===== config.mk =====
export PLATFORM = sky130hd
export DESIGN_NAME = nbw_write_target
export DESIGN_NICKNAME = d
export VERILOG_FILES = /design/src/rtl/nbw_pkg.sv /design/src/rtl/nbw_field_if.sv /design/src/rtl/nbw_write_target.sv /design/src/rtl/nbw_addr_asm.sv
export SDC_FILE = /design/constraint.sdc
export NUM_CORES = 1
export LEC_CHECK = 0
export BUFFER_PORTS_ARGS = -buffer_cell sky130_fd_sc_hd__clkbuf_2
export CELL_PAD_IN_SITES_DETAIL_PLACEMENT = 1
export CELL_PAD_IN_SITES_GLOBAL_PLACEMENT = 1
export CORE_MARGIN = 4
export CORE_UTILIZATION = 45
export DETAILED_ROUTE_END_ITERATION = 8
export GPL_TIMING_DRIVEN = 0
export HOLD_SLACK_MARGIN = 0.05
export MAX_ROUTING_LAYER = met4
export PLACE_DENSITY_LB_ADDON = 0.1
export SLEW_MARGIN = 20
export SYNTH_ARGS = -nofsm -noshare
export SYNTH_HDL_FRONTEND = slang
export SYNTH_HIERARCHICAL = 1
export SYNTH_SLANG_ARGS = --single-unit

===== constraint.sdc =====
create_clock -name clock_in -period 4.4 [get_ports clock_in]
set_input_delay 1.1 -clock clock_in [delete_from_list [all_inputs] [get_ports clock_in]]
set_output_delay 1.1 -clock clock_in [all_outputs]
set_load 0.02 [all_outputs]

===== src/rtl/nbw_pkg.sv =====
package nbw_pkg;
  localparam logic [3:0] NBW_START_WRITE = 4'hE;
  localparam logic [3:0] NBW_START_READ = 4'hD;
  localparam logic [3:0] NBW_SIZE_ONE = 4'h0;
  localparam logic [3:0] NBW_SYNC_READY = 4'h0;
  localparam logic [3:0] NBW_TAR_VALUE = 4'hF;
  localparam int NBW_ADDR_NIBBLES = 7;
  localparam int NBW_ADDR_W = 28;
  localparam int NBW_DEC_W = 20;
  localparam int NBW_REGION_BIT = 22;
  localparam int NBW_HALF_BIT = 19;
  localparam logic [2:0] NBW_ADDR_LAST = 3'h6;
  localparam logic NBW_DENSITY_8M = 1'b1;
  localparam int NBW_RESET_POWER_MS = 1;
  localparam int NBW_RESET_CLOCK_US = 100;
  localparam int NBW_CLOCK_HZ = 10000000;
  localparam int NBW_RESET_CLOCK_CYCLES =
    (NBW_RESET_CLOCK_US * (NBW_CLOCK_HZ / 1000000));
  typedef enum logic [3:0] {
    NBW_IDLE, NBW_SELECT, NBW_ADDR, NBW_SIZE, NBW_DATA_LO, NBW_DATA_HI,
    NBW_TURNAROUND_FIRST, NBW_TURNAROUND_SECOND, NBW_SYNC, NBW_OTAR0, NBW_IGNORE
  } nbw_state_e;
endpackage


===== src/rtl/nbw_field_if.sv =====
`timescale 1ns/1ps
`default_nettype none
interface nbw_field_if;
  logic [3:0] nibble;
  logic load;
  logic [2:0] index;
  logic density_8m;
  logic [19:0] offset;
  logic region_flash;
  modport fsm (output nibble, output load, output index, output density_8m,
    input offset, input region_flash);
  modport asm (input nibble, input load, input index, input density_8m,
    output offset, output region_flash);
endinterface
`default_nettype wire


===== src/rtl/nbw_write_target.sv =====
`timescale 1ns/1ps
`default_nettype none
// What this block does
// RULE1 - Start nibble 1110 under low frame strobe opens a write cycle.
// RULE2 - Only the last start nibble before the strobe rises counts.
// RULE3 - Select nibble must equal the identity straps to take part.
// RULE4 - Seven address nibbles, most significant first, form 28 bits.
// RULE5 - Size nibble 0000 means one byte; only single-byte writes.
// RULE6 - Low data nibble in cycle 11, high in cycle 12.
// RULE7 - Host turns around in 13; device takes bus in 14.
// RULE8 - Device drives ready sync 0000 in cycle 15.
// RULE9 - Device drives 1111 in 16 then floats; host resumes in 17.
// RULE10 - Nibbles are sampled on the rising clock edge.
// RULE11 - No explicit error indication for bad fields.
// RULE12 - Decode 20 address bits; 4-Mbit also drops bit 19.
// RULE13 - Respond regardless of undecoded upper address bits.
// RULE14 - Address bit 22 picks flash array or register space.
// RULE15 - Bad size nibble resets the machine, no operation, no response.
// RULE16 - After valid start, select and size, later inputs are trusted.
// RULE17 - Command bytes are accepted without validity checks.
// RULE18 - Low frame strobe floats the bus and resets the machine.
// RULE19 - Abort does not stop a launched program or erase.
// RULE20 - Host stops program or erase with a command, not the strobe.
// RULE21 - No flash operation launched before the last data nibble.
// RULE22 - Host holds reset 1 ms after power, 100 us after clock; the testbench holds it for 5 clock cycles.
// RULE23 - Mismatch or unknown start keeps device off bus till next strobe.
module nbw_write_target (
  input wire logic clock_in,
  input wire logic rst_in,
  input wire logic frame_strobe_n_in,
  input wire logic [3:0] nibble_bus_in,
  output logic [3:0] nibble_bus_out,
  output logic nibble_bus_oe_out,
  input wire logic [3:0] strap_identity_pins_in,
  input wire logic density_8m_in,
  output logic write_valid_out,
  output logic write_region_flash_out,
  output logic [19:0] write_offset_out,
  output logic [7:0] write_byte_out
);
  import nbw_pkg::*;
  nbw_field_if fld ();
  nbw_state_e state_r;
  nbw_state_e state_nxt;
  logic [2:0] index_r;
  logic [2:0] index_nxt;
  logic [3:0] data_lo_r;
  logic [3:0] bus_out_nxt;
  logic oe_nxt;
  logic strobe_low;
  logic start_is_write;
  logic id_match;
  logic size_ok;
  logic launch;
  logic density_r;

  nbw_addr_asm u_asm (
    .clock_in(clock_in),
    .rst_in(rst_in),
    .fld(fld)
  );

  assign strobe_low = ~frame_strobe_n_in;
  assign start_is_write = (nibble_bus_in == NBW_START_WRITE); // RULE1
  assign id_match = (nibble_bus_in == strap_identity_pins_in); // RULE3
  assign size_ok = (nibble_bus_in == NBW_SIZE_ONE); // RULE5
  // Launch only on the high data nibble, so an abort up to it is harmless
  assign launch = (state_r == NBW_DATA_HI) && !strobe_low; // RULE21
  assign fld.nibble = nibble_bus_in; // RULE10
  assign fld.load = (state_r == NBW_ADDR) && !strobe_low;
  assign fld.index = index_r;
  assign fld.density_8m = density_r;

  always_comb begin
    state_nxt = state_r;
    index_nxt = index_r;
    if (strobe_low) begin
      // Each low-strobe cycle restarts; last start seen wins
      state_nxt = start_is_write ? NBW_SELECT : NBW_IGNORE; // RULE2 RULE18
      index_nxt = 3'h0;
    end else begin
      case (state_r)
        NBW_IDLE: state_nxt = NBW_IDLE;
        NBW_SELECT: begin
          state_nxt = id_match ? NBW_ADDR : NBW_IGNORE; // RULE23
        end
        NBW_ADDR: begin
          index_nxt = 3'(index_r + 3'h1);
          if (index_r == NBW_ADDR_LAST) begin
            state_nxt = NBW_SIZE;
          end
        end
        NBW_SIZE: begin
          // Silent reset on bad size, nothing driven
          state_nxt = size_ok ? NBW_DATA_LO : NBW_IDLE; // RULE15 RULE11
        end
        NBW_DATA_LO: state_nxt = NBW_DATA_HI; // RULE6
        NBW_DATA_HI: state_nxt = NBW_TURNAROUND_FIRST; // RULE16 RULE17
        NBW_TURNAROUND_FIRST: state_nxt = NBW_TURNAROUND_SECOND; // RULE7
        NBW_TURNAROUND_SECOND: state_nxt = NBW_SYNC;
        NBW_SYNC: state_nxt = NBW_OTAR0; // RULE8
        NBW_OTAR0: state_nxt = NBW_IDLE; // RULE9
        NBW_IGNORE: state_nxt = NBW_IGNORE; // RULE23
        default: state_nxt = NBW_IDLE;
      endcase
    end
  end

  // Drive decisions registered: bus value for the following cycle
  assign oe_nxt = !strobe_low && ((state_r == NBW_TURNAROUND_FIRST) ||
    (state_r == NBW_TURNAROUND_SECOND) || (state_r == NBW_SYNC)); // RULE7 RULE9
  assign bus_out_nxt = (state_r == NBW_TURNAROUND_SECOND) ? NBW_SYNC_READY :
    NBW_TAR_VALUE; // RULE8

  always_ff @(posedge clock_in or posedge rst_in) begin
    if (rst_in) begin
      state_r <= NBW_IDLE;
      index_r <= 3'h0;
    end else begin
      state_r <= state_nxt;
      index_r <= index_nxt;
    end
  end

  // Strap captured on edges while reset is held, then frozen
  always_ff @(posedge clock_in) begin
    if (rst_in) begin
      density_r <= density_8m_in;
    end
  end

  always_ff @(posedge clock_in or posedge rst_in) begin
    if (rst_in) begin
      data_lo_r <= 4'h0;
    end else if (state_r == NBW_DATA_LO && !strobe_low) begin
      data_lo_r <= nibble_bus_in; // RULE6
    end
  end

  // Outputs float on the first edge that samples the strobe low; oe_nxt is combinational
  // in strobe, so the registered drive stops on that next edge, not before
  always_ff @(posedge clock_in or posedge rst_in) begin
    if (rst_in) begin
      nibble_bus_out <= 4'hF;
      nibble_bus_oe_out <= 1'b0;
    end else begin
      nibble_bus_out <= bus_out_nxt;
      nibble_bus_oe_out <= oe_nxt; // RULE18
    end
  end

  // Write pulse is not withdrawn by a later abort
  always_ff @(posedge clock_in or posedge rst_in) begin
    if (rst_in) begin
      write_valid_out <= 1'b0;
      write_byte_out <= 8'h00;
      write_offset_out <= 20'h00000;
      write_region_flash_out <= 1'b0;
    end else begin
      write_valid_out <= launch; // RULE19 RULE21
      if (launch) begin
        write_byte_out <= {nibble_bus_in, data_lo_r}; // RULE6 RULE17
        write_offset_out <= fld.offset; // RULE12 RULE13
        write_region_flash_out <= fld.region_flash; // RULE14
      end
    end
  end
endmodule
`default_nettype wire


===== src/rtl/nbw_addr_asm.sv =====
`timescale 1ns/1ps
`default_nettype none
module nbw_addr_asm (
  input wire logic clock_in,
  input wire logic rst_in,
  nbw_field_if.asm fld
);
  import nbw_pkg::*;
  logic [NBW_ADDR_W-1:0] addr_r;
  logic [NBW_ADDR_W-1:0] addr_nxt;
  logic [NBW_DEC_W-1:0] dec_mask;
  // Shift in MSB first
  assign addr_nxt = fld.load ? {addr_r[NBW_ADDR_W-5:0], fld.nibble}
                             : addr_r; // RULE4
  // Upper bits are simply dropped, so any value aliases down
  assign dec_mask = fld.density_8m ? 20'hFFFFF : 20'h7FFFF; // RULE12
  assign fld.offset = addr_r[NBW_DEC_W-1:0] & dec_mask; // RULE13
  assign fld.region_flash = addr_r[NBW_REGION_BIT]; // RULE14
  always_ff @(posedge clock_in or posedge rst_in) begin
    if (rst_in) begin
      addr_r <= 28'h0000000;
    end else begin
      addr_r <= addr_nxt;
    end
  end
endmodule
`default_nettype wire


==> impl_results.md, run 1 <==
* Via count at between 1.5k and 2k
* Synth top cells by count: dfrtp_1 (63), mux2_4 (49), buf_4 (23)
* Diode count at 0
* Final Util at between 50% and 60%
* CTS tree: built
* Initial DRT Pass Iterations at 4
* Slew headroom at 46.1%
* Synth Area in Simple Gates at 6.48%
* Post-synthesis mux area share at 25.9%
* DP Area at 3400 sq um
* Area of the core at 6460 sq um
* Routed length per placed instance at 15.6 um
* Outcome: completed
* Number of synthesized flops with an enable pin at 1
* Clock Latency Late Sink at about 330 ps
* Area of the mapped netlist at ~3100 sq um
* Grt met2 use at 21.9%
* Clock sink count at 65
* Finished Layout Cells at between 300 and 400
* Final nets at approximately 280
* Antenna violations before repair at 0
* M3 GR Usage at 4.83%
* Aggregate negative setup slack at 0 ps
* Vias per cell at between 4 and 5
* Fill cell count at 671
* Max Cap Violations at 0
* Post-synthesis async set-or-reset flop share at between 90% and 100%
* Final WL at 5390 um
* Post-cts sizing count at 0
* Clock Path Buffers at 2
* Final Hold Viols at 0
* Area leader, netlist: dfrtp_1
* Top delay family on crit path: flip-flops
* IR drop worst, VDD at ~0.22 mV
* Initial DRC count at 23
* Unrepaired setup endpoints after global routing: false
* Critical path capture point type: output pin
* Fin. max-slew vios at 0
* Count leader, synth: dfrtp_1
* Setup repair bufs after CTS at 0
* Synth top area cells: dfrtp_1 (52%), mux2_4 (24%), buf_4 (5.7%)
* Sequential area share after synthesis at 53.5%
* CP max FO at 4
* GR Layer Usage met1 at 18.7%
* Vias in the first global route at roughly 1.8k
* Tmin final at 2240 ps
* Leak at 0.00193 uW
* # port buffers at 46
* Syn Inst Count at 205
* GP Congestion at 0.746
* WP data required at 3300 ps
* WP buf/inv at 2
* Synthesized Nets at 219
* Tightest Pin Transition at 808 ps
* Die area at roughly 8000 sq um
* Fin crit share at 50.9%
* Initial Util at 47.3%
* Routed Antenna Nets at 0
* Largest net degree at the start of global routing at 32
* Fin area at 3590 sq um
* Critical path class: reg -> out
* DRC at 0
* Share of post-route cells with drive strength above 1 at 56.7%
* Share of the synthesized area in the top cell type at 51.6%
* Global-route wire length before repair at 9170 um
* Root Buffer: clkbuf_8
* H-tree depth at 3
* Gr usage total at 14.7%
* Hold crit path type: reg -> reg
* Synth Register Bits at 65
* Die H at 90.4 um
* Critical path startpoint category: register
* Ys Warns at 6
* Ports at 47
* CP Data Arrival Time at approximately 1100 ps
* Avg Inst Size Synth at 14.9 sq um
* Hpwl dp at 3770 um
* Skew final at 9.69 ps
* Die width at 90.4 um
* Syn-to-layout area delta at 17.5%
* Maximum clock rate at 446 MHz
* Ys flop type: dfrtp_1
* Post-synthesis cell type count at 35
* Clk slew on worst S/H paths at 70 ps
* CP peak stage delay at between 500 and 600 ps
* Post-CTS Hold Fix Bufs at 0
* Slowest stage cell on the critical path: dfstp_2
* Compound-Gate Fraction of Synth Area at 2.46%
* Total CTS buffers at 9
* Crit-path cells: buf_4, clkbuf_2
* Pwr dens at 472 nW/um^2
* Cells after DPL at 329
* Most Used Layer, Global Route: met2
* Total gr overflow at 0
* Synth Area in Adders at less than 1%
* # rows at 29
* Post-synthesis xor/xnor area fraction at under 10%
* Combinational family with the most area after synthesis: multiplexers
* Final setup violation count at 0
==> flip-flops by register name (all words and copies together) (netlist names) <==
| name | count |
|---|---|
| data_lo_r | 4 |
| density_r | 1 |
| fld.index | 3 |
| nibble_bus_oe_out | 1 |
| nibble_bus_out | 1 |
| state_r | 4 |
| u_asm/addr_r | 21 |
| write_byte_out | 8 |
| write_offset_out | 20 |
| write_region_flash_out | 1 |
| write_valid_out | 1 |
==> worst paths after layout <==
| check | endpoint | slack, ps | depth (start not counted) | startpoint |
|---|---|---|---|---|
| max | nibble_bus_out[2] | 2160 | 2 | nibble_bus_out[2] |
| min | write_region_flash_out | 500 | 1 | u_asm/addr_r[22] |
| max reg2reg | u_asm/addr_r[22] | 2510 | 5 | state_r[2] |
| min reg2reg | write_region_flash_out | 500 | 1 | u_asm/addr_r[22] |
| max in group asynchronous | u_asm/addr_r[18] | 2950 | 2 | rst_in |
| min in group asynchronous | write_offset_out[15] | 730 | 2 | rst_in |
==> routing by layer <==
| layer | vias up | wire (um) |
|---|---|---|
| met4 | 0 | 70 |
| met2 | 36 | 2480 |
| met1 | 845 | 2630 |
| met5 | - | 0 |
| li1 | 799 | - |
| met3 | 6 | 217 |
==> report_power, final <==
group / internal (uW) / switching (uW) / total (uW)
clock network: 261 / 230 / 491
logic: 288 / 124 / 412
registers: 708 / 81.8 / 790
==> placed cells by master, fill, tap and decap left out, types with 2 or more instances in the layout <==
cell      count
or4_1         2
clkbuf_1      3
nor4b_1       2
buf_6         6
buf_4        23
buf_2         2
a21oi_1       3
ha_1          2
clkinv_2      2
and2_1        4
dfrtp_1      63
nor2_1        2
clkbuf_2     46
xor2_1        4
xnor2_1       3
nor3_1        2
nand2_1       6
inv_1         3
nand3_1       3
o21ai_0       4
mux2_2        5
clkbuf_8      9
mux2_4       49
==> kinds of logic after synthesis <==
kind of cell / after synthesis
xor+xnor: 7
mux: 54
simple gates: 29
flops: 65
buf+inv: 36
fa+ha+maj: 2
compound gates: 12
==> final cells by class <==
type	count	area (sq um)	area share, %
multi-input cells	104	1150	32.1
repair buffers	47	250	6.98
clock inverters	5	56.3	1.57
well taps	77	96.3	2.69
clock buffers	11	131	3.66
plain buffers	32	254	7.08
flip-flops and latches	65	1630	45.5
inverters	4	15.0	0.419
==> through the flow <==
stage	setup slack (ps)	total power, uW	hold WS (ps)
finish	2160	1690	500
global route	2100	1800	522
CTS	2130	1720	504
detailed placement	1960	1220	491
global placement	1560	1200	484
floorplan	2260	1140	474
No activity file was read; power rests on OpenSTA's default activity.
==> run 2: changes to the inputs <==
--- a/config.mk
+++ b/config.mk
@@ -5,11 +5,12 @@
 export SDC_FILE = /design/constraint.sdc
 export NUM_CORES = 1
 export LEC_CHECK = 0
+export ABC_AREA = 1
 export BUFFER_PORTS_ARGS = -buffer_cell sky130_fd_sc_hd__clkbuf_2
 export CELL_PAD_IN_SITES_DETAIL_PLACEMENT = 1
 export CELL_PAD_IN_SITES_GLOBAL_PLACEMENT = 1
 export CORE_MARGIN = 4
-export CORE_UTILIZATION = 45
+export CORE_UTILIZATION = 42
 export DETAILED_ROUTE_END_ITERATION = 8
 export GPL_TIMING_DRIVEN = 0
 export HOLD_SLACK_MARGIN = 0.05
==> constraint.sdc (replaced) <==
create_clock -name clock_in -period 2.1 [get_ports clock_in]
set_input_delay 0.525 -clock clock_in [delete_from_list [all_inputs] [get_ports clock_in]]
set_output_delay 0.525 -clock clock_in [all_outputs]
set_load 0.02 [all_outputs]
==> run 2 against run 1 <==
Net effect: wire length up 22%; die area is 2.1% higher; register-to-register slack got worse by 2200 ps; core utilization shrank 4.3 points; clock power increased by 120%; first-iteration DRC count increased to 3.2 times the previous value; via count increased by 33%; sequential share of layout area increased by 1.6 points; critical path depth up 5; non-clock buffer count unchanged; worst setup slack worse by 1800 ps.
==> impl_results.md, run 2 <==
* Syn-to-layout area delta at 18.8%
* Fin. max-slew vios at 0 (unchanged)
* Hold crit path type: in -> async
* Initial DRT Pass Iterations at 4 (unchanged)
* Ports at 47 (unchanged)
* Crit-path cells: inv_1, nand4_1, nor2_1, inv_2, buf_6, nand2_1, nand2_1
* Combinational power share at 23.6% (-0.7 points)
* Antenna violations before repair at 0 (unchanged)
* Critical path class: reg -> reg
* Area of the mapped netlist at 2920 sq um (-4.5%)
* Skew final at 6.18 ps (-3.51 ps)
* Ys Warns at 6 (unchanged)
* Vias per cell at 4.71 (-3.7%)
* Count leader, synth: nand2_1
* Synth Register Bits at 65 (unchanged)
* DRC at 0 (unchanged)
* Maximum clock rate at 570 MHz
* WP data required at 2320 ps (-980 ps)
* Aggregate negative setup slack at 0 ps (unchanged)
* # rows at 30 (+3.4%)
* Clock power frac at 28.5% (-0.5 points)
* Routed Antenna Nets at 0 (unchanged)
* GP Congestion at 0.882 (+18%)
* Setup repair bufs after CTS at 0 (unchanged)
* Clock Path Buffers at 2 (unchanged)
* CP max FO at 10 (+6)
* Post-synthesis async set-or-reset flop share at 98.5% (unchanged)
* Avg Inst Size Synth at 8.78 sq um (-41%)
* Global-route wire length before repair at 11800 um (+29%)
* Largest net degree at the start of global routing at 25 (-22%)
* Finished Layout Cells at 475 (+38%)
* Worst hold slack at 211 ps (-289 ps)
* Post-CTS Hold Fix Bufs at 0 (unchanged)
* Share of post-route cells with drive strength above 1 at 27.1% (-30 points)
* Fin crit share at a little over four fifths
* Regs by FF count: u_asm/addr_r x21, write_offset_out x20, write_byte_out x8
* Commonest non-fill, non-tap cell in the layout: nand2_1
* Psw at 1180 uW (+170%)
* Area of the core at 6760 sq um (+4.6%)
* Initial Util at 43.1% (-4.1 points)
* Die area at 8340 sq um (+2.1%)
* Critical path startpoint category: register
* Tmin final at 1750 ps
* Cells after DPL at 459 (+40%)
* Die width at 91.3 um (+1.1%)
* Area leader, netlist: dfrtp_1
* Max Cap Violations at 0 (unchanged)
* Ys flop type: dfrtp_1
* Initial DRC count at 73 (+220%)
* Share of the synthesized area in the top cell type at 54.1% (+2.4 points)
* Sequential area share after synthesis at 56.0% (+2.5 points)
* Slew headroom at 45.5% (-0.58 points)
* FF+latch area at 1630 sq um (unchanged)
* IR drop worst, VDD at 0.514 mV (+130%)
* Total CTS buffers at 9 (unchanged)
* Sequential share of power at 47.8% (+1.1 points)
* Most flops, register: u_asm/addr_r
* Via count at 2235 (+33%)
* Post-synthesis cell type count at 24 (-31%)
* Fill cell count at 803 (+20%)
* Outcome: completed
* Fin area at 3460 sq um (-3.4%)
* Final Util at 51.3% (-4.3 points)
* Synth top cells by count: nand2_1 (121), dfrtp_1 (63), inv_1 (43)
* Internal at 2600 uW (+110%)
* Hpwl dp at 4830 um (+28%)
* Final setup violation count at 0 (unchanged)
* # port buffers at 46 (unchanged)
* Number of flip-flops in the largest register at 21 (unchanged)
* DP Area at 3270 sq um (-3.9%)
* Routed length per placed instance at 13.8 um (-12%)
* Syn Inst Count at 332 (+62%)
* Clk slew on worst S/H paths at 70 ps (about the same)
* Number of synthesized flops with an enable pin at 1 (unchanged)
* Most frequent cells in the layout: nand2_1 (121), dfrtp_1 (63), clkbuf_2 (46)
* Multi-input gate area at 860 sq um (-25%)
* Slowest stage cell on the critical path: nor2_1
* Final WL at 6560 um (+22%)
* H-tree depth at 3 (unchanged)
* Most common cell on crit path: nand2_1
* Leak at 0.00189 uW (-1.9%)
* Synthesized Nets at 346 (+58%)
* Clock sink count at 65 (unchanged)
* CTS tree: built
* Clock Latency Late Sink at 330 ps (about the same)
* Sw Share at 31.2% (+5.5 points)
* Tightest Pin Transition at 817 ps (+8.62 ps)
* Vias in the first global route at 2416 (+34%)
* Final Hold Viols at 0 (unchanged)
* Die H at 91.3 um (+1.1%)
* CP peak stage delay at 440 ps (-110 ps)
* Synth top area cells: dfrtp_1 (54%), nand2_1 (16%), buf_4 (6.7%)
* Critical path capture point type: register
* Gr usage total at 18.3% (+3.5 points)
* Post-cts sizing count at 0 (unchanged)
* CP Data Arrival Time at 1980 ps (+840 ps)
* Root Buffer: clkbuf_8
* Final nets at 404 (+46%)
* Diode count at 0 (unchanged)
* Pwr dens at 1090 nW/um^2 (+130%)
* Total gr overflow at 0 (unchanged)
* Unrepaired setup endpoints after global routing: false
run 2: cell count changes in the layout (fill, tap and decap cells not counted), moves of 3 or more:
cell / change
o21ai_2: +5
nor2_1: +11
buf_4: +3
nand4_1: +3
inv_1: +39
o21ai_0: +24
nand2_1: +115
mux2_4: -49
a21oi_2: +4
xor2_1: -4
mux2_2: -5
buf_6: -3
and2_1: -4
run 2: cell families after synthesis:
family,Yosys count,share of synthesized area (%)
AOI/OAI and AO/OA,43,8.84
xor gates and xnor gates,1,0.300
adders and majority gates,2,0.858
buffers and inverters,77,14.5
DFF,65,56.0
and+or+nand+nor,144,19.5
run 2: worst paths after layout:
kind,from,endpoint,slack [ps],cells past startpoint
worst max-delay path,state_r[0],u_asm/addr_r[2],350,7
worst min-delay path,rst_in,write_offset_out[18],210,2
worst max register to register,state_r[0],u_asm/addr_r[2],350,7
worst min register to register,data_lo_r[1],write_byte_out[1],490,2
max in group asynchronous,rst_in,u_asm/addr_r[16],1220,2
min in group clock_in,density_8m_in,density_r,370,1
run 2: area by class of cell:
cell class	instances	share of cell area, %
multi-input combinational	190	24.8
buffer	32	7.33
timing repair buffer	47	7.22
inverter	45	4.88
sequential	65	47.1
tap	80	2.89
clock buffer	13	4.59
clock inverter	3	1.16
run 2: worst max-delay path: cells and delay by family (launching register included):
family,cells,cell delay (ps)
and+or+nand+nor,4,810
DFF,1,400
buffers and inverters,3,420
run 2: per-stage QoR:
| step | power, uW | setup slack, ps |
|---|---|---|
| CTS | 3840 | 338 |
| detailed placement | 2730 | 363 |
| global placement | 2680 | -84.7 |
| global route | 4060 | 122 |
| finish | 3780 | 347 |
| floorplan | 2430 | 574 |
run 2: metal layers:
metal  up-vias  track usage [%]  share of wire [%]
met3        12             3.23                2.9
met2        40             27.4                 47
met4         0             8.17                2.0
met1      1076             24.3                 49
li1       1107                -                  -
met5         -                -                  0
run 2: power by group through the flow:
stage / logic (uW) / clock network (uW) / registers, uW
2_1_floorplan: 555 / 0 / 1880
3_3_place_gp: 870 / 0 / 1810
3_5_place_dp: 901 / 0 / 1830
4_1_cts: 911 / 1120 / 1810
5_1_grt: 1010 / 1190 / 1850
6_report: 893 / 1080 / 1810
==> run 3: changes to the inputs <==
--- a/config.mk
+++ b/config.mk
@@ -5,12 +5,12 @@
 export SDC_FILE = /design/constraint.sdc
 export NUM_CORES = 1
 export LEC_CHECK = 0
-export ABC_AREA = 1
+export ABC_AREA = 0
 export BUFFER_PORTS_ARGS = -buffer_cell sky130_fd_sc_hd__clkbuf_2
 export CELL_PAD_IN_SITES_DETAIL_PLACEMENT = 1
 export CELL_PAD_IN_SITES_GLOBAL_PLACEMENT = 1
 export CORE_MARGIN = 4
-export CORE_UTILIZATION = 42
+export CORE_UTILIZATION = 45
 export DETAILED_ROUTE_END_ITERATION = 8
 export GPL_TIMING_DRIVEN = 0
 export HOLD_SLACK_MARGIN = 0.05
==> constraint.sdc (replaced) <==
create_clock -name clock_in -period 1.77 [get_ports clock_in]
set_input_delay 0.4425 -clock clock_in [delete_from_list [all_inputs] [get_ports clock_in]]
set_output_delay 0.4425 -clock clock_in [all_outputs]
set_load 0.02 [all_outputs]
==> run 3 against run 2 <==
Net effect: register-to-register slack worse by 250 ps; cell count shrank 27%; worst hold slack worse by 130 ps; final area grew 3.8%; fmax is 4.6% higher; global-route usage is 3.5 points lower; sequential power is 8% higher; combinational power up 15%; via count fell by 24%; total power up 12%.
==> impl_results.md, run 3 (synthesis gave the netlist of run 1 again) <==
* Slew headroom at 46.1% (+0.57 points)
* Tightest Pin Transition at 808 ps (-8.49 ps)
* Initial DRT Pass Iterations at 4 (unchanged)
* Total CTS buffers at 9 (unchanged)
* Die area at 8170 sq um (-2.1%)
* Most frequent cells in the layout: dfrtp_1 (63), mux2_4 (49), clkbuf_2 (46)
* Maximum clock rate at 597 MHz (+4.6%)
* Aggregate negative setup slack at 0 ps (unchanged)
* Final Hold Viols at 0 (unchanged)
* Initial DRC count at 22 (-70%)
* DP Area at 3400 sq um (+4.1%)
* Initial Util at 47.3% (+4.1 points)
* Worst hold slack at 76.5 ps (-134 ps)
* Multi-input gate area at 1150 sq um (+34%)
* Syn-to-layout area delta at 17.8%
* Vias per cell at 4.88 (+3.8%)
* Final nets at 278 (-31%)
* Regs by FF count: u_asm/addr_r x21, write_offset_out x20, write_byte_out x8
* Vias in the first global route at 1797 (-26%)
* WP data required at 1980 ps (-340 ps)
* Commonest non-fill, non-tap cell in the layout: dfrtp_1
* CP max FO at 10 (unchanged)
* Diode count at 0 (unchanged)
* Final WL at 5420 um (-17%)
* Global-route wire length before repair at 9180 um (-22%)
* Outcome: completed
* Via count at 1690 (-24%)
* FF+latch area at 1630 sq um (unchanged)
* Antenna violations before repair at 0 (unchanged)
* Most flops, register: u_asm/addr_r
* Critical path class: reg -> reg
* Routed Antenna Nets at 0 (unchanged)
* Die width at 90.4 um (-1.0%)
* Share of post-route cells with drive strength above 1 at 57.2% (+30 points)
* Hpwl dp at 3770 um (-22%)
* Post-CTS Hold Fix Bufs at 0 (unchanged)
* Clock Latency Late Sink at 330 ps (about the same)
* Fin crit share at 94.7% (+11 points)
* Unrepaired setup endpoints after global routing: false
* Tmin final at 1680 ps (-77.5 ps)
* Clk slew on worst S/H paths at 70 ps (about the same)
* Routed length per placed instance at 15.7 um (+13%)
* CTS tree: built
* Pwr dens at 1170 nW/um^2 (+7.5%)
* Critical path capture point type: register
* GP Congestion at 0.746 (-15%)
* Fin area at 3600 sq um (+3.8%)
* Skew final at 9.69 ps (+3.51 ps)
* Fin. max-slew vios at 0 (unchanged)
* Leak at 0.00194 uW (+2.3%)
* IR drop worst, VDD at 0.550 mV (+6.9%)
* Clock sink count at 65 (unchanged)
* Ports at 47 (unchanged)
* # rows at 29 (-3.3%)
* Finished Layout Cells at 346 (-27%)
* H-tree depth at 3 (unchanged)
* Largest net degree at the start of global routing at 32 (+28%)
* Total gr overflow at 0 (unchanged)
* # port buffers at 46 (unchanged)
* Hold crit path type: in -> async
* Area of the core at 6460 sq um (-4.4%)
* Fill cell count at 671 (-16%)
* Root Buffer: clkbuf_8
* Clock Path Buffers at 2 (unchanged)
* CP Data Arrival Time at 1880 ps (-100 ps)
* Cells after DPL at 329 (-28%)
* Critical path startpoint category: register
* Die H at 90.4 um (-1.0%)
* Number of flip-flops in the largest register at 21 (unchanged)
* DRC at 0 (unchanged)
* Final setup violation count at 0 (unchanged)
* Gr usage total at 14.8% (-3.5 points)
* Max Cap Violations at 0 (unchanged)
run 3: cell types whose count changed in the layout (fill, tap and decap cells not counted), sizes merged, moves of 3 or more:
cell / change
nand2: -114
a21oi: -3
and2: +4
xor2: +4
o21ai: -29
nor4b: +3
mux2: +54
inv: -41
nand4: -3
nor2: -11
run 3: power by group:
group | switching (uW) | total, uW | internal (uW)
Clock | 573 | 1220 | 649
Sequential | 203 | 1960 | 1760
Combinational | 310 | 1030 | 723
run 3: critical path: stages, from the launching register on:
cell	delay (ps)
dfrtp_1	380
buf_4	170
nor4b_4	290
and2_4	200
buf_6	180
mux2_4	320
run 3: layout make-up:
type | count | share of cell area (%)
Sequential cell | 65 | 45.4
Clock inverter | 5 | 1.57
Clock buffer | 11 | 3.65
Multi-Input combinational cell | 104 | 32.1
Buffer | 32 | 7.06
Timing Repair Buffer | 48 | 7.17
Inverter | 4 | 0.417
Tap cell | 77 | 2.68
run 3: worst paths after layout:
path | from | to | slack (ps) | cells past startpoint
setup / recovery | state_r[2] | u_asm/addr_r[22] | 90 | 5
hold / removal | rst_in | write_offset_out[15] | 80 | 2
setup reg to reg | state_r[2] | u_asm/addr_r[22] | 90 | 5
hold reg to reg | u_asm/addr_r[22] | write_region_flash_out | 500 | 1
max in group asynchronous | rst_in | u_asm/addr_r[18] | 970 | 2
min in group clock_in | density_8m_in | density_r | 290 | 1
run 3: stage by stage:
stage                     worst slack [ps]  utilization, %  power (uW)
final                                 94.4            55.7        4220
after global routing                  37.1            55.7        4480
after CTS                             30.2            55.7        4280
after detailed placement              -117            52.6        3040
after global placement                -408            52.3        2990
after floorplan                       52.1               -        2830
run 3: per-layer routing:
metal  share of wire, %  vias to the layer above  global-route usage, %
met5                  0                        -                      -
met4                1.3                        0                   5.74
met3                3.8                        5                   4.83
met2                 46                       36                   21.9
met1                 49                      849                   18.8
li1                   -                      800                      -
run 3: timing repair:
action	CTS	global route
setup buffers	1	0
pin swaps	1	0
gates resized for setup	0	1
setup endpoints to repair	20	9
hold endpoints to repair	0	0
gates cloned	0	0
